File: src/hdl/pats_pkg.sv
package pats_pkg;
    // Clock and conversion timing.
    localparam int unsigned CLK_PERIOD_NS = 4;
    localparam int unsigned CONV_TIME_NS = 1000;
    // Longest allowed time for two results, so the count rounds down.
    localparam int unsigned CONV_CYC = CONV_TIME_NS / CLK_PERIOD_NS;

    // Converter geometry.
    localparam int unsigned NUM_INPUTS = 12;
    localparam int unsigned NUM_PAIRS = 6;
    localparam int unsigned NUM_TRIG_SRC = 16;
    localparam int unsigned TRIG_SEL_W = 4;
    localparam int unsigned HOLD_MAX_INPUTS = 4;
    localparam int unsigned RES_W = 10;

    // Oscillator source code that selects the PLL.
    localparam logic [1:0] OSC_SEL_PLL = 2'h1;

    // Register byte offsets.
    localparam logic [7:0] OFS_CTRL = 8'h00;
    localparam logic [7:0] OFS_STAT = 8'h04;
    localparam logic [7:0] OFS_BASE = 8'h08;
    localparam logic [7:0] OFS_PCFG = 8'h0c;
    localparam logic [7:0] OFS_CPC0 = 8'h10;
    localparam logic [7:0] OFS_CPC1 = 8'h14;
    localparam logic [7:0] OFS_CPC2 = 8'h18;
    localparam logic [7:0] OFS_IRQ_STAT = 8'h1c;
    localparam logic [7:0] OFS_IRQ_CLR = 8'h20;
    localparam logic [7:0] OFS_IRQ_EN = 8'h24;
    localparam logic [7:0] OFS_RES_BASE = 8'h40;
    localparam logic [7:0] RES_SPAN = 8'h30;

    // Field positions.
    localparam int unsigned CTRL_ON_BIT = 0;
    localparam int unsigned STAT_PEND_LSB = 0;
    localparam int unsigned STAT_HELD_LSB = 8;
    localparam int unsigned STAT_BUSY_BIT = 16;
    localparam int unsigned STAT_RUN_BIT = 17;
    localparam int unsigned CPC_LO_LSB = 0;
    localparam int unsigned CPC_HI_LSB = 8;

    // Reset values.
    localparam logic [15:0] BASE_RST = 16'h0000;
    localparam logic [11:0] PCFG_RST = 12'h000;
    localparam logic [3:0] TRIG_SEL_RST = 4'h0;

    // Bus responses.
    localparam logic [1:0] RESP_OKAY = 2'h0;
    localparam logic [1:0] RESP_SLVERR = 2'h2;
endpackage

File: src/hdl/pats_seq.sv
// What this block does
// - Convert pending pairs lowest input first.
// - Keep pending requests from all six input pairs.
// - Hold samples of at most four inputs.
// - Each input pair picks one of sixteen triggers.
// - Two 10-bit results per conversion, in one microsecond.
// - No sampling or converting during Sleep.
// - Converter works only with PLL clock selected.
// - Pin register chooses analog or digital per pin.
// - Status register shows conversion progress.
// - Both sample-and-holds of a pair fire together on the pair's trigger.
// - Pair trigger registers choose each pair's start event.
//
// Chosen here: the AXI4-Lite register port and the register addresses.
module pats_seq
    import pats_pkg::*;
#(
    parameter int unsigned CYC = CONV_CYC
) (
    input wire logic i_clk, // System clock, 250 MHz.
    input wire logic i_rstn, // Asynchronous reset, active low.
    input wire logic [7:0] i_awaddr, // AXI write address.
    input wire logic i_awvalid, // AXI write address valid.
    output logic o_awready, // AXI write address ready.
    input wire logic [31:0] i_wdata, // AXI write data.
    input wire logic [3:0] i_wstrb, // AXI write byte strobes.
    input wire logic i_wvalid, // AXI write data valid.
    output logic o_wready, // AXI write data ready.
    output logic [1:0] o_bresp, // AXI write response.
    output logic o_bvalid, // AXI write response valid.
    input wire logic i_bready, // AXI write response ready.
    input wire logic [7:0] i_araddr, // AXI read address.
    input wire logic i_arvalid, // AXI read address valid.
    output logic o_arready, // AXI read address ready.
    output logic [31:0] o_rdata, // AXI read data.
    output logic [1:0] o_rresp, // AXI read response.
    output logic o_rvalid, // AXI read data valid.
    input wire logic i_rready, // AXI read data ready.
    input wire logic [NUM_TRIG_SRC-1:0] i_trig, // Trigger sources, rising edge.
    input wire logic i_sleep, // Device in Sleep mode.
    input wire logic [1:0] i_osc_source_select, // Oscillator source field.
    input wire logic [RES_W-1:0] i_code_a, // Even input code from the array.
    input wire logic [RES_W-1:0] i_code_b, // Odd input code from the array.
    output logic [NUM_INPUTS-1:0] o_sh_hold, // Sample-and-hold in hold.
    output logic [NUM_INPUTS-1:0] o_pin_analog, // Pin is an analog input.
    output logic o_conv_busy, // Converter working.
    output logic [2:0] o_conv_pair, // Pair on the converter.
    output logic o_irq // Interrupt, active high level.
);
    localparam int unsigned HOLD_PAIRS = HOLD_MAX_INPUTS / 2;

    typedef logic [NUM_PAIRS-1:0] pats_pairs_t;

    // Index of the lowest set bit; the caller checks for an empty vector.
    function automatic logic [2:0] lowest_pair(input pats_pairs_t v);
        logic [2:0] idx;
        idx = 3'h0;
        for (int i = NUM_PAIRS - 1; i >= 0; i--) begin
            if (v[i]) begin
                idx = 3'(i);
            end
        end
        return idx;
    endfunction

    function automatic logic [31:0] strb_merge(input logic [31:0] old_v,
                                               input logic [31:0] new_v,
                                               input logic [3:0] strb);
        logic [31:0] r;
        r = old_v;
        for (int b = 0; b < 4; b++) begin
            if (strb[b]) begin
                r[b*8 +: 8] = new_v[b*8 +: 8];
            end
        end
        return r;
    endfunction

    logic [7:0] aw_addr_q;
    logic [31:0] w_data_q, rd_data;
    logic [3:0] w_strb_q;
    logic have_aw_q, have_w_q, wr_en, wr_ok, rd_ok, on_q, start_q, run, core_busy, core_done;
    logic [15:0] base_q;
    logic [NUM_INPUTS-1:0] pcfg_q;
    logic [TRIG_SEL_W-1:0] trig_sel_q [NUM_PAIRS];
    logic [RES_W-1:0] res_q [NUM_INPUTS];
    logic [RES_W-1:0] core_res_a, core_res_b;
    logic [NUM_TRIG_SRC-1:0] trig_prev_q;
    logic [2:0] start_pair_q, core_pair, held_cnt;
    pats_pairs_t irq_stat_q, irq_en_q, pend_q, held, req;
    pats_pairs_t hold_set, done_mask, clr_mask, irq_stat_d;

    assign run = on_q && !i_sleep && (i_osc_source_select == OSC_SEL_PLL);

    always_comb begin
        for (int p = 0; p < NUM_PAIRS; p++) begin
            held[p] = o_sh_hold[2*p];
        end
    end

    // Write channel: address and data are taken in either order.
    always_ff @(posedge i_clk or negedge i_rstn) begin
        if (!i_rstn) begin
            have_aw_q <= 1'b0;
            have_w_q <= 1'b0;
            o_awready <= 1'b1;
            o_wready <= 1'b1;
            o_bvalid <= 1'b0;
            o_bresp <= RESP_OKAY;
            aw_addr_q <= 8'h00;
            w_data_q <= 32'h0;
            w_strb_q <= 4'h0;
        end else begin
            if (i_awvalid && o_awready) begin
                aw_addr_q <= i_awaddr;
                have_aw_q <= 1'b1;
                o_awready <= 1'b0;
            end
            if (i_wvalid && o_wready) begin
                w_data_q <= i_wdata;
                w_strb_q <= i_wstrb;
                have_w_q <= 1'b1;
                o_wready <= 1'b0;
            end
            if (wr_en) begin
                o_bvalid <= 1'b1;
                o_bresp <= wr_ok ? RESP_OKAY : RESP_SLVERR;
                have_aw_q <= 1'b0;
                have_w_q <= 1'b0;
            end
            if (o_bvalid && i_bready) begin
                o_bvalid <= 1'b0;
                o_awready <= 1'b1;
                o_wready <= 1'b1;
            end
        end
    end

    assign wr_en = have_aw_q && have_w_q && !o_bvalid;

    assign wr_ok = aw_addr_q[7:2] <= OFS_IRQ_EN[7:2]
        || (aw_addr_q >= OFS_RES_BASE && aw_addr_q < OFS_RES_BASE + RES_SPAN);

    // Configuration registers written by software.
    always_ff @(posedge i_clk or negedge i_rstn) begin
        if (!i_rstn) begin
            on_q <= 1'b0;
            base_q <= BASE_RST;
            pcfg_q <= PCFG_RST;
            irq_en_q <= '0;
            for (int p = 0; p < NUM_PAIRS; p++) begin
                trig_sel_q[p] <= TRIG_SEL_RST;
            end
        end else if (wr_en) begin
            logic [31:0] cur;
            logic [7:0] a;
            logic [2:0] pr;
            cur = 32'h0;
            a = {aw_addr_q[7:2], 2'h0};
            pr = 3'h0;
            if (a == OFS_CTRL) begin
                cur[CTRL_ON_BIT] = on_q;
                cur = strb_merge(cur, w_data_q, w_strb_q);
                on_q <= cur[CTRL_ON_BIT];
            end else if (a == OFS_BASE) begin
                cur[15:0] = base_q;
                cur = strb_merge(cur, w_data_q, w_strb_q);
                base_q <= cur[15:0];
            end else if (a == OFS_PCFG) begin
                cur[NUM_INPUTS-1:0] = pcfg_q;
                cur = strb_merge(cur, w_data_q, w_strb_q);
                pcfg_q <= cur[NUM_INPUTS-1:0];
            end else if (a == OFS_CPC0 || a == OFS_CPC1 || a == OFS_CPC2) begin
                pr = 3'((a - OFS_CPC0) >> 1);
                cur[CPC_LO_LSB +: TRIG_SEL_W] = trig_sel_q[pr];
                cur[CPC_HI_LSB +: TRIG_SEL_W] = trig_sel_q[pr + 3'h1];
                cur = strb_merge(cur, w_data_q, w_strb_q);
                trig_sel_q[pr] <= cur[CPC_LO_LSB +: TRIG_SEL_W];
                trig_sel_q[pr + 3'h1] <= cur[CPC_HI_LSB +: TRIG_SEL_W];
            end else if (a == OFS_IRQ_EN) begin
                cur[NUM_PAIRS-1:0] = irq_en_q;
                cur = strb_merge(cur, w_data_q, w_strb_q);
                irq_en_q <= cur[NUM_PAIRS-1:0];
            end
        end
    end

    assign clr_mask = (wr_en && aw_addr_q[7:2] == OFS_IRQ_CLR[7:2] && w_strb_q[0])
        ? w_data_q[NUM_PAIRS-1:0] : '0;

    // Read channel: the answer comes one cycle after the address is taken.
    always_comb begin
        logic [7:0] a;
        logic [7:0] roff;
        a = {i_araddr[7:2], 2'h0};
        roff = a - OFS_RES_BASE;
        rd_data = 32'h0;
        rd_ok = 1'b1;
        if (a == OFS_CTRL) begin
            rd_data[CTRL_ON_BIT] = on_q;
        end else if (a == OFS_STAT) begin
            rd_data[STAT_PEND_LSB +: NUM_PAIRS] = pend_q;
            rd_data[STAT_HELD_LSB +: NUM_PAIRS] = held;
            rd_data[STAT_BUSY_BIT] = core_busy;
            rd_data[STAT_RUN_BIT] = run;
        end else if (a == OFS_BASE) begin
            rd_data[15:0] = base_q;
        end else if (a == OFS_PCFG) begin
            rd_data[NUM_INPUTS-1:0] = pcfg_q;
        end else if (a == OFS_CPC0 || a == OFS_CPC1 || a == OFS_CPC2) begin
            rd_data[CPC_LO_LSB +: TRIG_SEL_W] = trig_sel_q[3'((a - OFS_CPC0) >> 1)];
            rd_data[CPC_HI_LSB +: TRIG_SEL_W] = trig_sel_q[3'((a - OFS_CPC0) >> 1) + 3'h1];
        end else if (a == OFS_IRQ_STAT) begin
            rd_data[NUM_PAIRS-1:0] = irq_stat_q;
        end else if (a == OFS_IRQ_CLR) begin
            rd_data = 32'h0;
        end else if (a == OFS_IRQ_EN) begin
            rd_data[NUM_PAIRS-1:0] = irq_en_q;
        end else if (a >= OFS_RES_BASE && a < OFS_RES_BASE + RES_SPAN) begin
            rd_data[RES_W-1:0] = res_q[roff[5:2]];
        end else begin
            rd_ok = 1'b0;
        end
    end

    always_ff @(posedge i_clk or negedge i_rstn) begin
        if (!i_rstn) begin
            o_arready <= 1'b1;
            o_rvalid <= 1'b0;
            o_rdata <= 32'h0;
            o_rresp <= RESP_OKAY;
        end else begin
            if (i_arvalid && o_arready) begin
                o_arready <= 1'b0;
                o_rvalid <= 1'b1;
                o_rdata <= rd_data;
                o_rresp <= rd_ok ? RESP_OKAY : RESP_SLVERR;
            end else if (o_rvalid && i_rready) begin
                o_rvalid <= 1'b0;
                o_arready <= 1'b1;
            end
        end
    end

    // Trigger edges. A pair with no analog pin has nothing to sample.
    always_ff @(posedge i_clk or negedge i_rstn) begin
        if (!i_rstn) begin
            trig_prev_q <= '0;
        end else begin
            trig_prev_q <= i_trig;
        end
    end

    always_comb begin
        logic [NUM_TRIG_SRC-1:0] rise;
        rise = i_trig & ~trig_prev_q;
        for (int p = 0; p < NUM_PAIRS; p++) begin
            req[p] = run && rise[trig_sel_q[p]] && (pcfg_q[2*p] || pcfg_q[2*p+1]);
        end
    end

    assign held_cnt = 3'($countones(held));

    // One pair enters hold per cycle, lowest pending first, while a hold slot is free.
    always_comb begin
        pats_pairs_t cand;
        cand = pend_q & ~held;
        hold_set = '0;
        if (run && cand != '0 && held_cnt < 3'(HOLD_PAIRS)) begin
            hold_set[lowest_pair(cand)] = 1'b1;
        end
    end

    assign done_mask = core_done ? pats_pairs_t'(1) << core_pair : '0;

    // A trigger landing on a pair in hold is kept pending for its next sample.
    always_ff @(posedge i_clk or negedge i_rstn) begin
        if (!i_rstn) begin
            pend_q <= '0;
        end else if (!run) begin
            pend_q <= '0;
        end else begin
            pend_q <= (pend_q & ~hold_set) | req;
        end
    end

    always_ff @(posedge i_clk or negedge i_rstn) begin
        if (!i_rstn) begin
            o_sh_hold <= '0;
        end else if (!run) begin
            o_sh_hold <= '0;
        end else begin
            for (int p = 0; p < NUM_PAIRS; p++) begin
                if (hold_set[p]) begin
                    o_sh_hold[2*p +: 2] <= 2'h3;
                end else if (done_mask[p]) begin
                    o_sh_hold[2*p +: 2] <= 2'h0;
                end
            end
        end
    end

    // Start is held off on the done cycle so a finished pair is not converted twice.
    always_ff @(posedge i_clk or negedge i_rstn) begin
        if (!i_rstn) begin
            start_q <= 1'b0;
            start_pair_q <= 3'h0;
        end else begin
            start_q <= 1'b0;
            if (run && !core_busy && !core_done && !start_q && held != '0) begin
                start_q <= 1'b1;
                start_pair_q <= lowest_pair(held);
            end
        end
    end

    pats_conv_core #(.CYC(CYC), .PW(3)) u_core (
        .i_clk(i_clk), .i_rstn(i_rstn), .i_abort(!run), .i_start(start_q),
        .i_pair(start_pair_q), .i_code_a(i_code_a), .i_code_b(i_code_b),
        .o_busy(core_busy), .o_done(core_done), .o_pair(core_pair),
        .o_res_a(core_res_a), .o_res_b(core_res_b)
    );

    always_ff @(posedge i_clk or negedge i_rstn) begin
        if (!i_rstn) begin
            for (int i = 0; i < NUM_INPUTS; i++) begin
                res_q[i] <= '0;
            end
        end else if (core_done) begin
            res_q[{core_pair, 1'b0}] <= core_res_a;
            res_q[{core_pair, 1'b1}] <= core_res_b;
        end
    end

    // Set wins over a clear in the same cycle.
    assign irq_stat_d = (irq_stat_q & ~clr_mask) | done_mask;

    always_ff @(posedge i_clk or negedge i_rstn) begin
        if (!i_rstn) begin
            irq_stat_q <= '0;
            o_irq <= 1'b0;
        end else begin
            irq_stat_q <= irq_stat_d;
            o_irq <= |(irq_stat_d & irq_en_q);
        end
    end

    always_ff @(posedge i_clk or negedge i_rstn) begin
        if (!i_rstn) begin
            o_pin_analog <= '0;
            o_conv_busy <= 1'b0;
            o_conv_pair <= 3'h0;
        end else begin
            o_pin_analog <= pcfg_q;
            o_conv_busy <= core_busy;
            o_conv_pair <= core_pair;
        end
    end
endmodule

File: src/hdl/pats_conv_core.sv
module pats_conv_core
    import pats_pkg::*;
#(
    parameter int unsigned CYC = CONV_CYC,
    parameter int unsigned PW = 3
) (
    input wire logic i_clk, // System clock.
    input wire logic i_rstn, // Asynchronous reset, active low.
    input wire logic i_abort, // Drop any conversion at once.
    input wire logic i_start, // Start converting one held pair.
    input wire logic [PW-1:0] i_pair, // Pair to convert.
    input wire logic [RES_W-1:0] i_code_a, // Code of the even input at the end.
    input wire logic [RES_W-1:0] i_code_b, // Code of the odd input at the end.
    output logic o_busy, // Conversion under way.
    output logic o_done, // One-cycle pulse, results valid.
    output logic [PW-1:0] o_pair, // Pair on the converter.
    output logic [RES_W-1:0] o_res_a, // Even input result.
    output logic [RES_W-1:0] o_res_b // Odd input result.
);
    localparam int unsigned CW = $clog2(CYC + 1);
    localparam logic [CW-1:0] LAST = CW'(CYC - 1);

    logic [CW-1:0] cnt_q;

    // Both inputs of the pair are resolved together, inside one conversion time.
    always_ff @(posedge i_clk or negedge i_rstn) begin
        if (!i_rstn) begin
            o_busy <= 1'b0;
            o_done <= 1'b0;
            cnt_q <= '0;
            o_pair <= '0;
            o_res_a <= '0;
            o_res_b <= '0;
        end else if (i_abort) begin
            o_busy <= 1'b0;
            o_done <= 1'b0;
            cnt_q <= '0;
        end else begin
            o_done <= 1'b0;
            if (!o_busy && i_start) begin
                o_busy <= 1'b1;
                cnt_q <= '0;
                o_pair <= i_pair;
            end else if (o_busy) begin
                if (cnt_q == LAST) begin
                    o_busy <= 1'b0;
                    o_done <= 1'b1;
                    o_res_a <= i_code_a;
                    o_res_b <= i_code_b;
                end else begin
                    cnt_q <= cnt_q + CW'(1);
                end
            end
        end
    end
endmodule

File: config.mk
export PLATFORM = sky130hd
export DESIGN_NAME = pats_seq
export DESIGN_NICKNAME = d
export VERILOG_FILES = /design/src/hdl/pats_pkg.sv /design/src/hdl/pats_seq.sv /design/src/hdl/pats_conv_core.sv
export SDC_FILE = /design/constraint.sdc
export NUM_CORES = 1
export LEC_CHECK = 0
export ABC_AREA = 1
export BUFFER_PORTS_ARGS = -buffer_cell sky130_fd_sc_hd__buf_4
export CAP_MARGIN = 20
export CORE_UTILIZATION = 55
export CTS_BUF_LIST = sky130_fd_sc_hd__clkbuf_4 sky130_fd_sc_hd__clkbuf_8
export DETAILED_ROUTE_END_ITERATION = 10
export PLACE_DENSITY = 0.77
export SYNTH_ARGS = -nofsm -noshare
export SYNTH_HDL_FRONTEND = slang
export SYNTH_SLANG_ARGS = --single-unit
File: constraint.sdc
create_clock -name i_clk -period 2.5 [get_ports i_clk]
set_input_delay 0 -clock i_clk [delete_from_list [all_inputs] [get_ports i_clk]]
set_output_delay 0 -clock i_clk [all_outputs]
set_load 0.005 [all_outputs]
==> summary.md <==
| Metric | Value |
|---|---|
| Fin nets | 2151 |
| Remaining number of nets flagged by the antenna check after routing | 0 |
| Non-Filler Instances | 2422 |
| Layout area overhead | 22.0% |
| WL final | 43000 um |
| Peak Freq | 369 MHz |
| Detailed Place HPWL | 29000 um |
| Master cell of the clock root buffer | sky130_fd_sc_hd__clkbuf_8 |
| CTS H-Tree Depth | 2 |
| Cells after DPL | 2254 |
| Remaining global-route overflow | 0 |
| Final Wtd Congestion | 0.971 |
| Synth warnings | 0 |
| Critical Path Start Type | flip-flop |
| RSZ-0062 raised after global routing | true |
| Area of the multi-input gates | 5930 um^2 |
| Worst Hold Margin | 0.0659 ns |
| CORE AREA | 26300 um^2 |
| Rel. slew slack | 39.2% |
| Post-Synthesis Mean Instance Area | 8.14 um^2 |
| Diodes inserted | 0 |
| Hold WC Path Type | in2reg |
| Fraction of layout cells with a size suffix above 1 | 14.5% |
| Adder-cell share of the synthesized area | 0.655% |
| Total of fill cells in the finished design | 2135 |
| Number of top-level pins | 168 |
| Number of antenna violations at the first check in global routing | 0 |
| Wire length of the first global-routing pass | 69700 um |
| TritonCTS clock tree | built |
| Die H | 167 um |
| Status | finished with violations |
| Die Footprint | 27700 um^2 |
| Gate Count Post-Synth | 1830 |
| Critical path data arrival time | 3.20 ns |
| Number of vias per cell after detailed routing | 5.56 |
| Worst path required time | 2.99 ns |
| Detailed-route wire length per cell | 17.7 um |
| Via count | 13500 |
| Leakage component of the power | 8.97 nW |
| Clock transition at path regs | 0.06 ns |
| IR drop worst, VDD | 434 uV |
| Most common flop cell mapped by yosys | sky130_fd_sc_hd__dfrtp_1 |
| Mux cell area share after synthesis | 0% |
| Min cycle time layout | 2.71 ns |
| Most used cells in the layout excluding fill and tap cells | sky130_fd_sc_hd__nand2_1, sky130_fd_sc_hd__dfrtp_1, sky130_fd_sc_hd__o21ai_0 |
| Worst-Margin Slew | 0.906 ns |
| Cell variety after synth | 49 |
| Worst clock skew | 0.0295 ns |
| Kind of critical path | reg2reg |
| Placement Rows | 59 |
| CP Capture Type | flip-flop |
| Clock buffers created by TritonCTS | 52 |
| Largest family of logic cells by synthesized area | simple AND/OR/NAND/NOR gates |
| Fraction of registers with async set/reset | 100% |
| Largest net degree at the start of global routing | 71 |
| Global-route met3 utilization | 5.16% |
| Synthesized-area fraction occupied by xor and xnor cells | 0.353% |
| Syn Std Cell Area | 14900 um^2 |
| Number of flip-flops and latches in the synthesized netlist | 318 |
| CTS sink cnt | 318 |
| Overall fraction of global-route tracks in use | 31.8% |
| Number of remaining DRC errors | 12 |
| Most heavily used metal layer in global routing | met2 |
| Max-cap violations | 0 |
| Endpoints failing hold | 0 |
| DR pass1 iterations | 11 |
| Final Core Density | 69.1% |
| Met2 Resource Use GR | 51.6% |
| Effective utilization at floorplan | 56.7% |
| Final count of negative-setup-slack endpoints | 12 |
| Worst-Skew Late Latency | 0.61 ns |
| Slew Viols, Final | 0 |
| Sequential cell area in the final layout | 7960 um^2 |
| Quantity of I/O buffers inserted on ports | 129 |
| Overall die width | 167 um |
| Number of design-rule violations left by the first detailed-router iteration | 1277 |
| Failing checks | design-rule violations, negative setup slack |
| Highest net fanout along the worst path | 2 |
| Fraction of the mapped netlist area in compound gates | 15.5% |
| Maximum number of buffers from clock root to sink | 3 |
| Final clock period utilization by the worst path | 108% |
| Total power density per cell area | 785 nW/um^2 |
| Post-CTS Setup Bufs | 0 |
| Vias in the first global route | 13200 |
| Number of synthesized flops with an enable pin | 0 |
| Simple-Gate Fraction of Synth Area | 22.6% |
| Met1 capacity usage during global routing | 43.0% |
| Setup slack of the critical path after layout | -0.210 ns |
| Commonest non-fill, non-tap cell in the layout | sky130_fd_sc_hd__nand2_1 |
| Portion of the post-synthesis area used by sequential elements | 53.4% |
-- final cells by class --
| cell class | count | share of cell area (%) |
|---|---|---|
| timing repair buffer | 244 | 11.7 |
| clock inverter | 9 | 0.510 |
| sequential | 318 | 43.8 |
| tap | 335 | 2.31 |
| clock buffer | 85 | 5.82 |
| inverter | 158 | 3.26 |
| multi-input combinational | 1273 | 32.6 |
-- cell usage after synthesis, types with 3 or more instances --
cell type | count | share of area (%)
sky130_fd_sc_hd__nor2_2 | 3 | 0.13
sky130_fd_sc_hd__nand2_4 | 5 | 0.38
sky130_fd_sc_hd__nand2_1 | 653 | 16
sky130_fd_sc_hd__dfstp_2 | 3 | 0.53
sky130_fd_sc_hd__or2_2 | 5 | 0.21
sky130_fd_sc_hd__o21ai_1 | 30 | 1.0
sky130_fd_sc_hd__a22oi_1 | 16 | 0.81
sky130_fd_sc_hd__o21ai_0 | 259 | 8.7
sky130_fd_sc_hd__nor2_1 | 44 | 1.1
sky130_fd_sc_hd__ha_1 | 3 | 0.25
sky130_fd_sc_hd__a31oi_1 | 3 | 0.13
sky130_fd_sc_hd__nand3b_1 | 4 | 0.20
sky130_fd_sc_hd__xor2_1 | 5 | 0.29
sky130_fd_sc_hd__buf_6 | 3 | 0.23
sky130_fd_sc_hd__nor3_1 | 7 | 0.24
sky130_fd_sc_hd__inv_2 | 4 | 0.10
sky130_fd_sc_hd__fa_1 | 3 | 0.40
sky130_fd_sc_hd__a21oi_1 | 48 | 1.6
sky130_fd_sc_hd__nand4_1 | 13 | 0.55
sky130_fd_sc_hd__nand3_1 | 79 | 2.7
sky130_fd_sc_hd__o22ai_1 | 15 | 0.63
sky130_fd_sc_hd__o211ai_1 | 37 | 1.9
sky130_fd_sc_hd__inv_1 | 148 | 3.7
sky130_fd_sc_hd__dfrtp_1 | 315 | 53
sky130_fd_sc_hd__clkinv_1 | 6 | 0.15
sky130_fd_sc_hd__buf_2 | 14 | 0.47
sky130_fd_sc_hd__clkbuf_1 | 50 | 1.3
sky130_fd_sc_hd__buf_4 | 27 | 1.4
-- state kept, by name (all words and copies together) (netlist names), 8 cells and up --
name and flops:
res_q 120, trig_sel_q 24, o_rdata 18, base_q 16
trig_prev_q 16, w_data_q 16, o_pin_analog 12, pcfg_q 12
u_core.o_res_a 10, u_core.o_res_b 10, u_core.cnt_q 8
-- kinds of logic (layout without fill, tap and decap cells) --
logic type / Yosys count / in the layout
flops: 318 / 318
xor+xnor: 6 / 6
simple gates: 823 / 823
other cells: 1 / 16
fa+ha+maj: 6 / 6
compound gates: 422 / 422
buf+inv: 254 / 496
-- worst paths after layout --
kind / depth (start not counted) / startpoint / slack, ns / endpoint
worst max-delay path: 11 / o_sh_hold[0]$_DFFE_PN0P_ / -0.21 / pend_q[2]$_DFF_PN0_
worst min-delay path: 5 / i_araddr[6] / 0.07 / o_rresp[1]$_DFFE_PN0P_
worst max register to register: 11 / o_sh_hold[0]$_DFFE_PN0P_ / -0.21 / pend_q[2]$_DFF_PN0_
worst min register to register: 0 / u_core.o_busy$_DFF_PN0_ / 0.41 / o_conv_busy$_DFF_PN0_
max in group asynchronous: 4 / i_rstn / 1.38 / u_core.o_pair[1]$_DFFE_PN0P_
min in group asynchronous: 3 / i_rstn / 0.43 / aw_addr_q[2]$_DFFE_PN0P_
-- routing by layer --
metal,wire length [um],part of all wire [%],vias up
met2,20500,48,571
met1,17900,42,6414
met4,1420,3.3,0
li1,-,-,6379
met3,3130,7.3,111
met5,0,0,-
-- worst max-delay path, stage by stage (launching register included) --
cell and delay (ns):
sky130_fd_sc_hd__dfrtp_1 0.40, sky130_fd_sc_hd__fa_1 0.53, sky130_fd_sc_hd__inv_1 0.05, sky130_fd_sc_hd__fa_1 0.45, sky130_fd_sc_hd__nor2_2 0.12, sky130_fd_sc_hd__fa_1 0.47, sky130_fd_sc_hd__nor3_2 0.15, sky130_fd_sc_hd__nand2_1 0.09
sky130_fd_sc_hd__nor2_2 0.11, sky130_fd_sc_hd__nand2_1 0.08, sky130_fd_sc_hd__nand2_1 0.09, sky130_fd_sc_hd__a21oi_2 0.06
-- power breakdown --
group | switching, W | leakage (nW) | internal [W] | total [W]
Combinational | 0.00181 | 4.15 | 0.00106 | 0.00287
Clock | 0.00214 | 0.608 | 0.00279 | 0.00493
Sequential | 0.000666 | 4.21 | 0.00579 | 0.00646
-- repair_timing --
item	CTS	global route
pin swaps	5	2
hold buffers	74	0
endpoints found under the hold margin	404	0
setup endpoints to repair	12	15
gates resized for setup	6	1
-- metrics by stage --
stage / setup WS, ns / power [W] / TNS (ns) / instance area [um^2]
after floorplan: -0.197 / 0.00800 / -1.21 / 15000
after global placement: -0.284 / 0.00914 / -2.53 / 16200
after detailed placement: -0.294 / 0.00922 / -2.47 / 16200
after CTS: -0.294 / 0.0143 / -2.25 / 18200
after global routing: -0.342 / 0.0150 / -3.18 / 18200
final: -0.210 / 0.0143 / -1.55 / 18200
(Power assumes the default switching activity.)
